## src/serial_pkg.sv

```systemverilog
package serial_pkg;

	// ---------------------------------------------------------------
	// Clock and shift clock timing
	// ---------------------------------------------------------------
	localparam int unsigned CLK_PERIOD_NS = 4;
	localparam int unsigned SCK_HALF_NS = 16;
	// Least half period, rounded up to whole system clocks
	localparam int unsigned SCK_HALF_CYC = (SCK_HALF_NS + CLK_PERIOD_NS - 1) / CLK_PERIOD_NS;

	// ---------------------------------------------------------------
	// Register map (byte addresses)
	// ---------------------------------------------------------------
	localparam logic [3:0] ADDR_STATUS = 4'h0;
	localparam logic [3:0] ADDR_CONTROL = 4'h4;
	localparam logic [3:0] ADDR_DATA = 4'h8;

	// Status and control field positions
	localparam int unsigned BIT_ENABLE = 15;
	localparam int unsigned BIT_STOP_IDLE = 13;
	localparam int unsigned BIT_OVERFLOW = 6;
	localparam int unsigned BIT_TX_FULL = 1;
	localparam int unsigned BIT_RX_FULL = 0;

	// Link configuration field positions
	localparam int unsigned BIT_WORD_WIDTH_SELECT = 10;
	localparam int unsigned BIT_CKE = 8;
	localparam int unsigned BIT_CPOL = 6;
	localparam int unsigned BIT_MASTER = 5;

	// Reset values and word sizes
	localparam logic [15:0] STATUS_RESET = 16'h0000;
	localparam logic [15:0] CONTROL_RESET = 16'h0000;
	localparam logic [4:0] WORD_BITS = 5'h10;
	localparam logic [4:0] BYTE_BITS = 5'h08;

	// ---------------------------------------------------------------
	// Carriers
	// ---------------------------------------------------------------
	typedef struct packed {
		logic enable;
		logic stop_idle;
		logic word_width_select;
		logic cke;
		logic cpol;
		logic master;
	} cfg_t;

	typedef struct packed {
		logic sck;
		logic sdi;
		logic ss_n;
	} link_in_t;

	typedef struct packed {
		logic sck;
		logic sck_oe_n;
		logic sdo;
		logic sdo_oe_n;
	} link_out_t;

	typedef enum logic [1:0] {
		ST_IDLE = 2'b00,
		ST_RUN = 2'b01
	} engine_state_t;

endpackage : serial_pkg

```

## src/serial_port.sv

```systemverilog
// What this block does
// - Data shifts through a 16-bit shift register, separate from the software buffer.
// - Link has four pins: data in, data out, shift clock, active-low select.
// - Master drives the shift clock; slave takes the shift clock from outside.
// - Enable bit 15 activates module and hands it the pins; clear disables.
// - Stop-in-idle bit 13 halts the module while the device idles.
// - Word arriving while receive buffer unread is discarded; overflow bit 6 set.
// - Write to buffer address loads transmit holding buffer, sets bit 1.
// - Transmit-full clears when the held word moves into the shift register; here bit 1 clears only once the FIFO is empty.
// - Completed reception copies shift register to receive buffer, sets bit 0.
// - Reading the buffer address returns received data and clears bit 0.
// - Bits 14, 12 to 7 and 5 to 2 of status read zero.
// - Word-width select picks 16-bit transfers when set, 8-bit when clear.
// - Clock polarity set makes idle clock high; clear makes it low.
// - Edge select set changes output on active-to-idle, else idle-to-active.
// - Master select set gives master mode, clear gives slave mode.
//
// Our own choices: the placing of the registers and the Avalon-MM interface to the registers.
`timescale 1ns/1ns

// ---------------------------------------------------------------
// Transmit FIFO
// ---------------------------------------------------------------
module serial_fifo #(
	parameter int unsigned WIDTH = 16,
	parameter int unsigned DEPTH = 8
) (
	// Clock and reset
	input wire logic sys_clk,
	input wire logic rst,
	// Fill side
	input wire logic in_valid,
	output logic in_ready,
	input wire logic [WIDTH-1:0] in_data,
	// Drain side
	output logic out_valid,
	input wire logic out_ready,
	output logic [WIDTH-1:0] out_data
);
	localparam int unsigned AW = $clog2(DEPTH);

	logic [WIDTH-1:0] mem [DEPTH];
	logic [AW-1:0] wr_ptr;
	logic [AW-1:0] rd_ptr;
	logic [AW:0] count;
	logic push;
	logic pop;

	initial
	begin
		if (DEPTH < 2 || (1 << AW) != DEPTH)
			$error("serial_fifo depth must be a power of two");
	end

	// Honest flags straight from the fill count
	assign in_ready = (count != DEPTH[AW:0]);
	assign out_valid = (count != '0);
	assign out_data = mem[rd_ptr];
	assign push = in_valid && in_ready;
	assign pop = out_valid && out_ready;

	// Storage
	always_ff @(posedge sys_clk)
	begin
		if (push)
			mem[wr_ptr] <= in_data;
	end

	// Pointers and fill count
	always_ff @(posedge sys_clk)
	begin
		if (rst)
		begin
			wr_ptr <= '0;
			rd_ptr <= '0;
			count <= '0;
		end
		else
		begin
			if (push)
				wr_ptr <= wr_ptr + 1'b1;
			if (pop)
				rd_ptr <= rd_ptr + 1'b1;
			count <= count + (AW + 1)'(push) - (AW + 1)'(pop);
		end
	end

endmodule : serial_fifo

// ---------------------------------------------------------------
// Serial port top
// ---------------------------------------------------------------
module serial_port #(
	parameter int unsigned SCK_HALF = serial_pkg::SCK_HALF_CYC,
	parameter int unsigned FIFO_DEPTH = 8
) (
	// Clock and reset
	input wire logic sys_clk,
	input wire logic rst,
	// Avalon-MM slave
	input wire logic [3:0] address,
	input wire logic read,
	input wire logic write,
	input wire logic [31:0] writedata,
	input wire logic [3:0] byteenable,
	output logic [31:0] readdata,
	output logic waitrequest,
	// Device power state, same clock domain
	input wire logic cpu_idle,
	// Serial link pins
	input wire serial_pkg::link_in_t link_in,
	output serial_pkg::link_out_t link_out
);
	import serial_pkg::*;

	initial
	begin
		if (SCK_HALF < 1 || SCK_HALF > 65535)
			$error("serial_port shift clock half period out of range");
	end

	// ---------------------------------------------------------------
	// Declarations
	// ---------------------------------------------------------------
	cfg_t cfg;
	engine_state_t state;
	logic [1:0] sck_sync;
	logic [1:0] sdi_sync;
	logic [1:0] ss_sync;
	logic sck_last;
	logic overflow;
	logic rx_full;
	logic [15:0] rx_holding_buffer;
	logic [15:0] shift_register;
	logic [4:0] bit_cnt;
	logic [5:0] edge_cnt;
	logic [15:0] div_cnt;
	logic rx_done;
	logic rd_saw_full;
	logic access;
	logic data_wr;
	logic data_rd;
	logic tx_push;
	logic tx_ready;
	logic tx_valid;
	logic tx_pop;
	logic [15:0] tx_holding_buffer;
	logic halted;
	logic tick;
	logic lead;
	logic trail;
	logic sample_edge;
	logic out_edge;
	logic [4:0] word_bits;
	logic [15:0] status_word;
	logic [15:0] control_word;
	logic [15:0] next_shift;

	// ---------------------------------------------------------------
	// Pin synchronisers
	// ---------------------------------------------------------------
	// Two flops per pin; only the second stage is read below
	always_ff @(posedge sys_clk)
	begin
		if (rst)
		begin
			sck_sync <= 2'h0;
			sdi_sync <= 2'h0;
			ss_sync <= 2'h3;
			sck_last <= 1'b0;
		end
		else
		begin
			sck_sync <= {sck_sync[0], link_in.sck};
			sdi_sync <= {sdi_sync[0], link_in.sdi};
			ss_sync <= {ss_sync[0], link_in.ss_n};
			sck_last <= sck_sync[1];
		end
	end

	// ---------------------------------------------------------------
	// Avalon slave
	// ---------------------------------------------------------------
	// A data write stalls while the FIFO is full, so back-pressure reaches software
	assign data_wr = write && (address == ADDR_DATA);
	assign data_rd = read && (address == ADDR_DATA);
	assign access = (read || write) && !waitrequest;
	assign tx_push = access && data_wr && byteenable[0];

	// One wait cycle per access, more while a data write finds the FIFO full; answer at the edge after waitrequest drops
	always_ff @(posedge sys_clk)
	begin
		if (rst)
			waitrequest <= 1'b1;
		else if ((read || write) && waitrequest && !(data_wr && !tx_ready))
			waitrequest <= 1'b0;
		else
			waitrequest <= 1'b1;
	end

	// Status image; unused bits stay zero
	always_comb
	begin
		status_word = STATUS_RESET;
		status_word[BIT_ENABLE] = cfg.enable;
		status_word[BIT_STOP_IDLE] = cfg.stop_idle;
		status_word[BIT_OVERFLOW] = overflow;
		status_word[BIT_TX_FULL] = tx_valid;
		status_word[BIT_RX_FULL] = rx_full;
		control_word = CONTROL_RESET;
		control_word[BIT_WORD_WIDTH_SELECT] = cfg.word_width_select;
		control_word[BIT_CKE] = cfg.cke;
		control_word[BIT_CPOL] = cfg.cpol;
		control_word[BIT_MASTER] = cfg.master;
	end

	// Read data captured in the wait cycle and held to the answer edge
	always_ff @(posedge sys_clk)
	begin
		if (rst)
		begin
			readdata <= 32'h0;
			rd_saw_full <= 1'b0;
		end
		else if (read && waitrequest)
		begin
			unique case (address)
				ADDR_STATUS: readdata <= {16'h0, status_word};
				ADDR_CONTROL: readdata <= {16'h0, control_word};
				ADDR_DATA: readdata <= {16'h0, rx_holding_buffer};
				default: readdata <= 32'h0;
			endcase
			rd_saw_full <= data_rd && rx_full;
		end
	end

	// Software-written configuration
	always_ff @(posedge sys_clk)
	begin
		if (rst)
			cfg <= '0;
		else if (access && write)
		begin
			if (address == ADDR_STATUS && byteenable[1])
			begin
				cfg.enable <= writedata[BIT_ENABLE];
				cfg.stop_idle <= writedata[BIT_STOP_IDLE];
			end
			if (address == ADDR_CONTROL && byteenable[1])
			begin
				cfg.word_width_select <= writedata[BIT_WORD_WIDTH_SELECT];
				cfg.cke <= writedata[BIT_CKE];
			end
			if (address == ADDR_CONTROL && byteenable[0])
			begin
				cfg.cpol <= writedata[BIT_CPOL];
				cfg.master <= writedata[BIT_MASTER];
			end
		end
	end

	// ---------------------------------------------------------------
	// Transmit holding path
	// ---------------------------------------------------------------
	// FIFO head is the transmit holding buffer; full flag means it holds a word
	serial_fifo #(
		.WIDTH(16),
		.DEPTH(FIFO_DEPTH)
	) tx_fifo (
		.sys_clk(sys_clk),
		.rst(rst),
		.in_valid(tx_push),
		.in_ready(tx_ready),
		.in_data(writedata[15:0]),
		.out_valid(tx_valid),
		.out_ready(tx_pop),
		.out_data(tx_holding_buffer)
	);

	// ---------------------------------------------------------------
	// Shift engine
	// ---------------------------------------------------------------
	assign halted = !cfg.enable || (cfg.stop_idle && cpu_idle);
	assign word_bits = cfg.word_width_select ? WORD_BITS : BYTE_BITS;
	assign tick = (state == ST_RUN) && cfg.master && !halted && (div_cnt == 16'(SCK_HALF - 1));

	// Edge finder: master from its own divider, slave from the synced pin
	always_comb
	begin
		if (cfg.master)
		begin
			lead = tick && (link_out.sck == cfg.cpol);
			trail = tick && (link_out.sck != cfg.cpol);
		end
		else
		begin
			lead = (state == ST_RUN) && !halted && !ss_sync[1] && (sck_sync[1] != sck_last)
				&& (sck_sync[1] != cfg.cpol);
			trail = (state == ST_RUN) && !halted && !ss_sync[1] && (sck_sync[1] != sck_last)
				&& (sck_sync[1] == cfg.cpol);
		end
		sample_edge = cfg.cke ? lead : trail;
		out_edge = cfg.cke ? trail : lead;
		next_shift = {shift_register[14:0], sdi_sync[1]};
	end

	// Load a word when idle: master needs a held word, slave needs select low
	assign tx_pop = (state == ST_IDLE) && !halted && tx_valid
		&& (cfg.master || !ss_sync[1]);

	// Sequencer, shift register and pin drive
	always_ff @(posedge sys_clk)
	begin
		if (rst || !cfg.enable)
		begin
			state <= ST_IDLE;
			shift_register <= 16'h0;
			bit_cnt <= 5'h0;
			edge_cnt <= 6'h0;
			div_cnt <= 16'h0;
			rx_done <= 1'b0;
			link_out <= '{sck: cfg.cpol && !rst, sck_oe_n: 1'b1, sdo: 1'b0, sdo_oe_n: 1'b1};
		end
		else
		begin
			rx_done <= 1'b0;
			link_out.sck_oe_n <= !cfg.master;
			link_out.sdo_oe_n <= !(cfg.master || !ss_sync[1]);
			unique case (state)
				ST_IDLE:
				begin
					div_cnt <= 16'h0;
					bit_cnt <= 5'h0;
					edge_cnt <= 6'h0;
					if (cfg.master)
						link_out.sck <= cfg.cpol;
					if (!halted && (cfg.master ? tx_valid : !ss_sync[1]))
					begin
						// Slave with nothing held shifts out zeros, except a stale first bit from tx_holding_buffer when edge select is set
						shift_register <= tx_valid ? tx_holding_buffer : 16'h0;
						state <= ST_RUN;
						if (cfg.cke)
							link_out.sdo <= cfg.word_width_select ? tx_holding_buffer[15] : tx_holding_buffer[7];
					end
				end
				ST_RUN:
				begin
					if (!cfg.master && ss_sync[1])
						state <= ST_IDLE; // Select dropped mid-word: partial word lost
					if (cfg.master && !halted)
						div_cnt <= tick ? 16'h0 : div_cnt + 16'h1;
					if (tick)
					begin
						link_out.sck <= !link_out.sck;
						edge_cnt <= edge_cnt + 6'h1;
						if (edge_cnt == {word_bits, 1'b0} - 6'h1)
							state <= ST_IDLE;
					end
					if (out_edge)
						link_out.sdo <= cfg.word_width_select ? shift_register[15] : shift_register[7];
					if (sample_edge)
					begin
						shift_register <= next_shift;
						bit_cnt <= bit_cnt + 5'h1;
						if (bit_cnt == word_bits - 5'h1)
						begin
							rx_done <= 1'b1;
							if (!cfg.master)
								state <= ST_IDLE;
						end
					end
				end
				default: state <= ST_IDLE;
			endcase
		end
	end

	// ---------------------------------------------------------------
	// Receive holding path
	// ---------------------------------------------------------------
	// Clear only when the returned data was the full buffer; a word arriving in the clearing cycle is discarded
	always_ff @(posedge sys_clk)
	begin
		if (rst)
		begin
			rx_full <= 1'b0;
			rx_holding_buffer <= 16'h0;
		end
		else if (rx_done && !rx_full)
		begin
			rx_holding_buffer <= cfg.word_width_select ? shift_register : {8'h0, shift_register[7:0]};
			rx_full <= 1'b1;
		end
		else if (access && data_rd && rd_saw_full)
			rx_full <= 1'b0;
	end

	// Overflow: set wins over a software clear in the same cycle
	always_ff @(posedge sys_clk)
	begin
		if (rst)
			overflow <= 1'b0;
		else if (rx_done && rx_full)
			overflow <= 1'b1;
		else if (access && write && address == ADDR_STATUS && byteenable[0]
			&& !writedata[BIT_OVERFLOW])
			overflow <= 1'b0;
	end

endmodule : serial_port

```

## config.mk

```make
export PLATFORM = sky130hd
export DESIGN_NAME = serial_port
export DESIGN_NICKNAME = d
export VERILOG_FILES = /design/src/serial_pkg.sv /design/src/serial_port.sv
export SDC_FILE = /design/constraint.sdc
export NUM_CORES = 1
export LEC_CHECK = 0
export ABC_AREA = 1
export BUFFER_PORTS_ARGS = -buffer_cell sky130_fd_sc_hd__buf_2
export CAP_MARGIN = 20
export CORE_MARGIN = 2
export CORE_UTILIZATION = 31
export DETAILED_ROUTE_END_ITERATION = 12
export PLACE_DENSITY = 0.5
export SYNTH_ARGS = -nofsm -noshare
export SYNTH_HDL_FRONTEND = slang
export SYNTH_SLANG_ARGS = --single-unit
```

## constraint.sdc

```tcl
create_clock -name sys_clk -period 5.25 [get_ports sys_clk]
set_input_delay 0.525 -clock sys_clk [delete_from_list [all_inputs] [get_ports sys_clk]]
set_output_delay 0.525 -clock sys_clk [all_outputs]
set_load 0.1 [all_outputs]
```

==> run summary <==
The post-cts gate resize count is 0. Dividing the detail-routed via count by the number of cells gives 4.70. The layout has 3326 filler cells.

By instance count, the cell type seen most on the critical path is inv_1. Static timing analysis puts the maximum clock frequency at 359 MHz. Across all hold checks on the routed design, the worst slack comes to 189 ps. The number of input and output port buffers inserted is 50. The placeable core region is 32600 um^2. The startpoint identified for the worst hold timing path is link_in[2].

The synthesized netlist contains 48 unique library cells. The number of antenna violations at the first check in global routing is 2. The synthesized netlist occupies a cell area of 10300 um^2.

Setup repair after global routing left no endpoint under its margin. The number of cells on the critical path is 10. The number of core rows came out at 66. The analysis attributes to cell leakage a power of 4.26 nW. In this run the critical register-to-register path is captured at tx_fifo.mem[4][4]. The worst setup path is of the reg -> reg kind.

The setup slack of the worst register-to-register path is 2470 ps. For this run, asynchronously set or reset flops after synthesis account for 0%. The clock-pin slew on the worst setup and hold paths came out at 60 ps. The total buffers and inverters traversed by the critical path is 4. The final standard cell utilization of the core came out at 36.3%. Max-cap violations in this run came to 0. The launching element type of the critical path is a flip-flop. The number of synthesized flops with an enable pin is 129. In this run the post-CTS setup repair buffer count came out at 0.

Measured along the x axis, the die boundary spans 186 um. In the final timing run, aggregate negative setup slack is 0 ps. The remaining routing DRC violations came out at 0.

The die span in y came out at 186 um. The total number of vias came out at 7564. The placed instances occupy a cell area of 11000 um^2. The via count of the first global-routing pass came out at 7346. The cell family with the largest share of critical-path delay is simple AND/OR/NAND/NOR gates. The most common cell after layout, fill and taps aside is nand2_1. The maximum vdd ir drop came out at 0.261 mV.

The top-level I/O count is 85. The largest single stage delay on the critical path is 810 ps. The maximum buffer depth of the clock tree is 3. The count of TritonRoute iterations in the first routing pass came out at 4. The root buffer cell chosen for the clock tree is clkbuf_16. The path with the worst hold slack has its endpoint at sck_sync[0]. The synthesis-stage register bit count is 240.

At the end of the flow, the number of nets in the layout was 1207. The tightest slew margin relative to the limit is 32.0%. The actual transition at the worst max-transition pin is 1020 ps. The post-route fraction of the period consumed by the critical path is 53.0%.

The path category of the worst min-delay check is in -> reg. The first global-routing pass estimated 39.7 mm of wire. The sequential cell area fraction in the yosys report is 59.4%. The category of the worst setup path capture point is a flip-flop. The HPWL reported at the end of detailed placement came out at 15.8 mm. The die area is 34600 um^2. The run finished with clean final reports. The total of warnings raised by yosys came out at 0. For the worst setup path, the data arrival time is 3020 ps. The average routed wire per standard cell is 15.7 um.

The effective utilization at floorplan came out at 31.5%. Synthesis handed over a netlist of 1096 instances. Counting every sink on the clock net gives 240.

The remaining antenna violation count after routing is 0. Setup violations remaining at the end of the flow were counted as 0. The number of instances on the worst hold path came out at 3. The deepest level of the CTS H-tree is 1. The max-slew violation total from the final report came out at 0.

The peak fanout along the critical path is 9. The areal power density over the cells came out at 332 nW/um^2. The post-route cell area is 11800 um^2. The TritonCTS buffer count came out at 27. Global routing used 14.9% of the available tracks. The largest net degree at the start of global routing came out at 65. The area growth from synthesis to layout is 15.3%.

The final instance count without filler cells came out at 1611. Hold repair after CTS inserted 0 buffers. The library cells used most frequently in the layout, excluding fill and tap cells, are 199 x nand2_1, 136 x nor2_1, 129 x edfxtp_1. The setup skew after layout is 15.2 ps. Routability-driven placement finished with a final weighted congestion of 0.769. The startpoint identified for the worst register-to-register timing path is tx_fifo.count[2].

The TritonCTS clock tree is built. The total routed wirelength came out at 25.3 mm. The clock period minus final worst setup slack came out at 2780 ps. The signal on the critical path passes through inv_1 -> ha_1 -> nand3_1 -> inv_1 -> nor3_1 -> nand2_1 -> inv_1 -> nand2_1 -> nor2_1 -> buf_4. For the worst-skew pair, the clock arrives at the later sink with an insertion delay of 540 ps. The average footprint of a synthesized cell is 9.37 um^2. For the worst flop-to-flop path, the logic depth is 10. The fraction of final layout cells sized beyond drive strength 1 is 14.2%. The dominant synthesized flop cell is edfxtp_1.

The starting DRC count in detailed routing came out at 430. The required time of the critical path came out at 5490 ps. The cell count after placement is 1560.

The number of hold-slack violations in the final timing report came out at 0. The number of antenna diodes in the final layout is 0. For this design, the slowest cell found on the critical path is nor2_1. The sum of overflow across all layers after global routing came out at 0.
cell families after synthesis:
kind of cell,count (synthesis),share of synthesized area (%)
DFF,240,59.4
and+or+nand+nor,467,19.6
xor gates and xnor gates,13,1.11
adders and majority gates,11,1.41
buffers and inverters,140,6.16
AOI/OAI and AO/OA,224,12.3
other,1,0.0365
routing by layer:
| layer | part of all wire, % | vias to the layer above | track usage (%) |
|---|---|---|---|
| met5 | 0.095 | - | 0 |
| met4 | 2.2 | 4 | 4.31 |
| met3 | 3.9 | 52 | 2.62 |
| met2 | 49 | 134 | 25.9 |
| met1 | 45 | 3570 | 18.8 |
| li1 | - | 3804 | - |
synthesized netlist by cell type (11+ instances only):
| library cell | count | area (um^2) |
|---|---|---|
| buf_2 | 16 | 80.1 |
| nand4_1 | 12 | 75.1 |
| nor2_1 | 136 | 510 |
| inv_1 | 73 | 274 |
| edfxtp_1 | 129 | 3870 |
| nor3_1 | 14 | 70.1 |
| buf_4 | 19 | 143 |
| dfxtp_1 | 111 | 2220 |
| o21ai_0 | 91 | 455 |
| a21oi_1 | 80 | 400 |
| clkbuf_1 | 23 | 86.3 |
| nand3_1 | 68 | 340 |
| nand2_2 | 11 | 68.8 |
| o211ai_1 | 26 | 195 |
| nand2_1 | 199 | 747 |
worst register-to-register path, stage by stage, from the launching register on:
cell and delay (ps):
dfxtp_1 300, inv_1 70, ha_1 210, nand3_1 80, inv_1 50, nor3_1 150
nand2_1 160, inv_1 130, nand2_1 160, nor2_1 810, buf_4 360
worst max path at each step:
| stage | startpoint | end | slack, ps |
|---|---|---|---|
| 6_report | tx_fifo.count[2] | tx_fifo.mem[4][4] | 2470 |
| 5_1_grt | cfg[0] | tx_fifo.count[2] | 2230 |
| 4_1_cts | tx_fifo.count[2] | tx_fifo.mem[4][9] | 2420 |
| 3_5_place_dp | address[1] | tx_fifo.mem[4][7] | 1950 |
| 3_3_place_gp | address[1] | tx_fifo.mem[4][7] | 2040 |
| 2_1_floorplan | waitrequest | tx_fifo.mem[0][0] | 2350 |
sequential cells by signal, indices dropped and copies added, names as in the netlist, 2 cells and up, named ones only:
register and cells:
tx_fifo.mem 128, shift_register 16, state 2, link_out 4, readdata 16, tx_fifo.wr_ptr 3, edge_cnt 6, ss_sync 2
rx_holding_buffer 16, cfg 6, bit_cnt 5, sck_sync 2, tx_fifo.count 4, div_cnt 16, tx_fifo.rd_ptr 3, sdi_sync 2
cell type report:
class / instances / area, um^2 / area share, %
Inverter: 80 / 300 / 2.54
Multi-Input combinational cell: 732 / 3630 / 30.7
Timing Repair Buffer: 67 / 390 / 3.30
Tap cell: 442 / 553 / 4.67
Sequential cell: 240 / 6100 / 51.5
Clock inverter: 19 / 146 / 1.24
Clock buffer: 31 / 721 / 6.09
per-stage QoR:
stage          power (mW)  setup slack (ps)
4_1_cts              3.97              2420
3_5_place_dp         2.14              1950
3_3_place_gp         2.14              2040
2_1_floorplan        2.11              2350
6_report             3.93              2470
5_1_grt              4.05              2230
where the power goes:
group | switching, mW | leakage, nW | internal [mW] | total [mW]
sequential | 0.00243 | 2.06 | 1.98 | 1.98
combinational | 0.0999 | 1.77 | 0.0165 | 0.116
clock | 0.755 | 0.439 | 1.08 | 1.83
No activity file was read; power rests on OpenSTA's default activity.
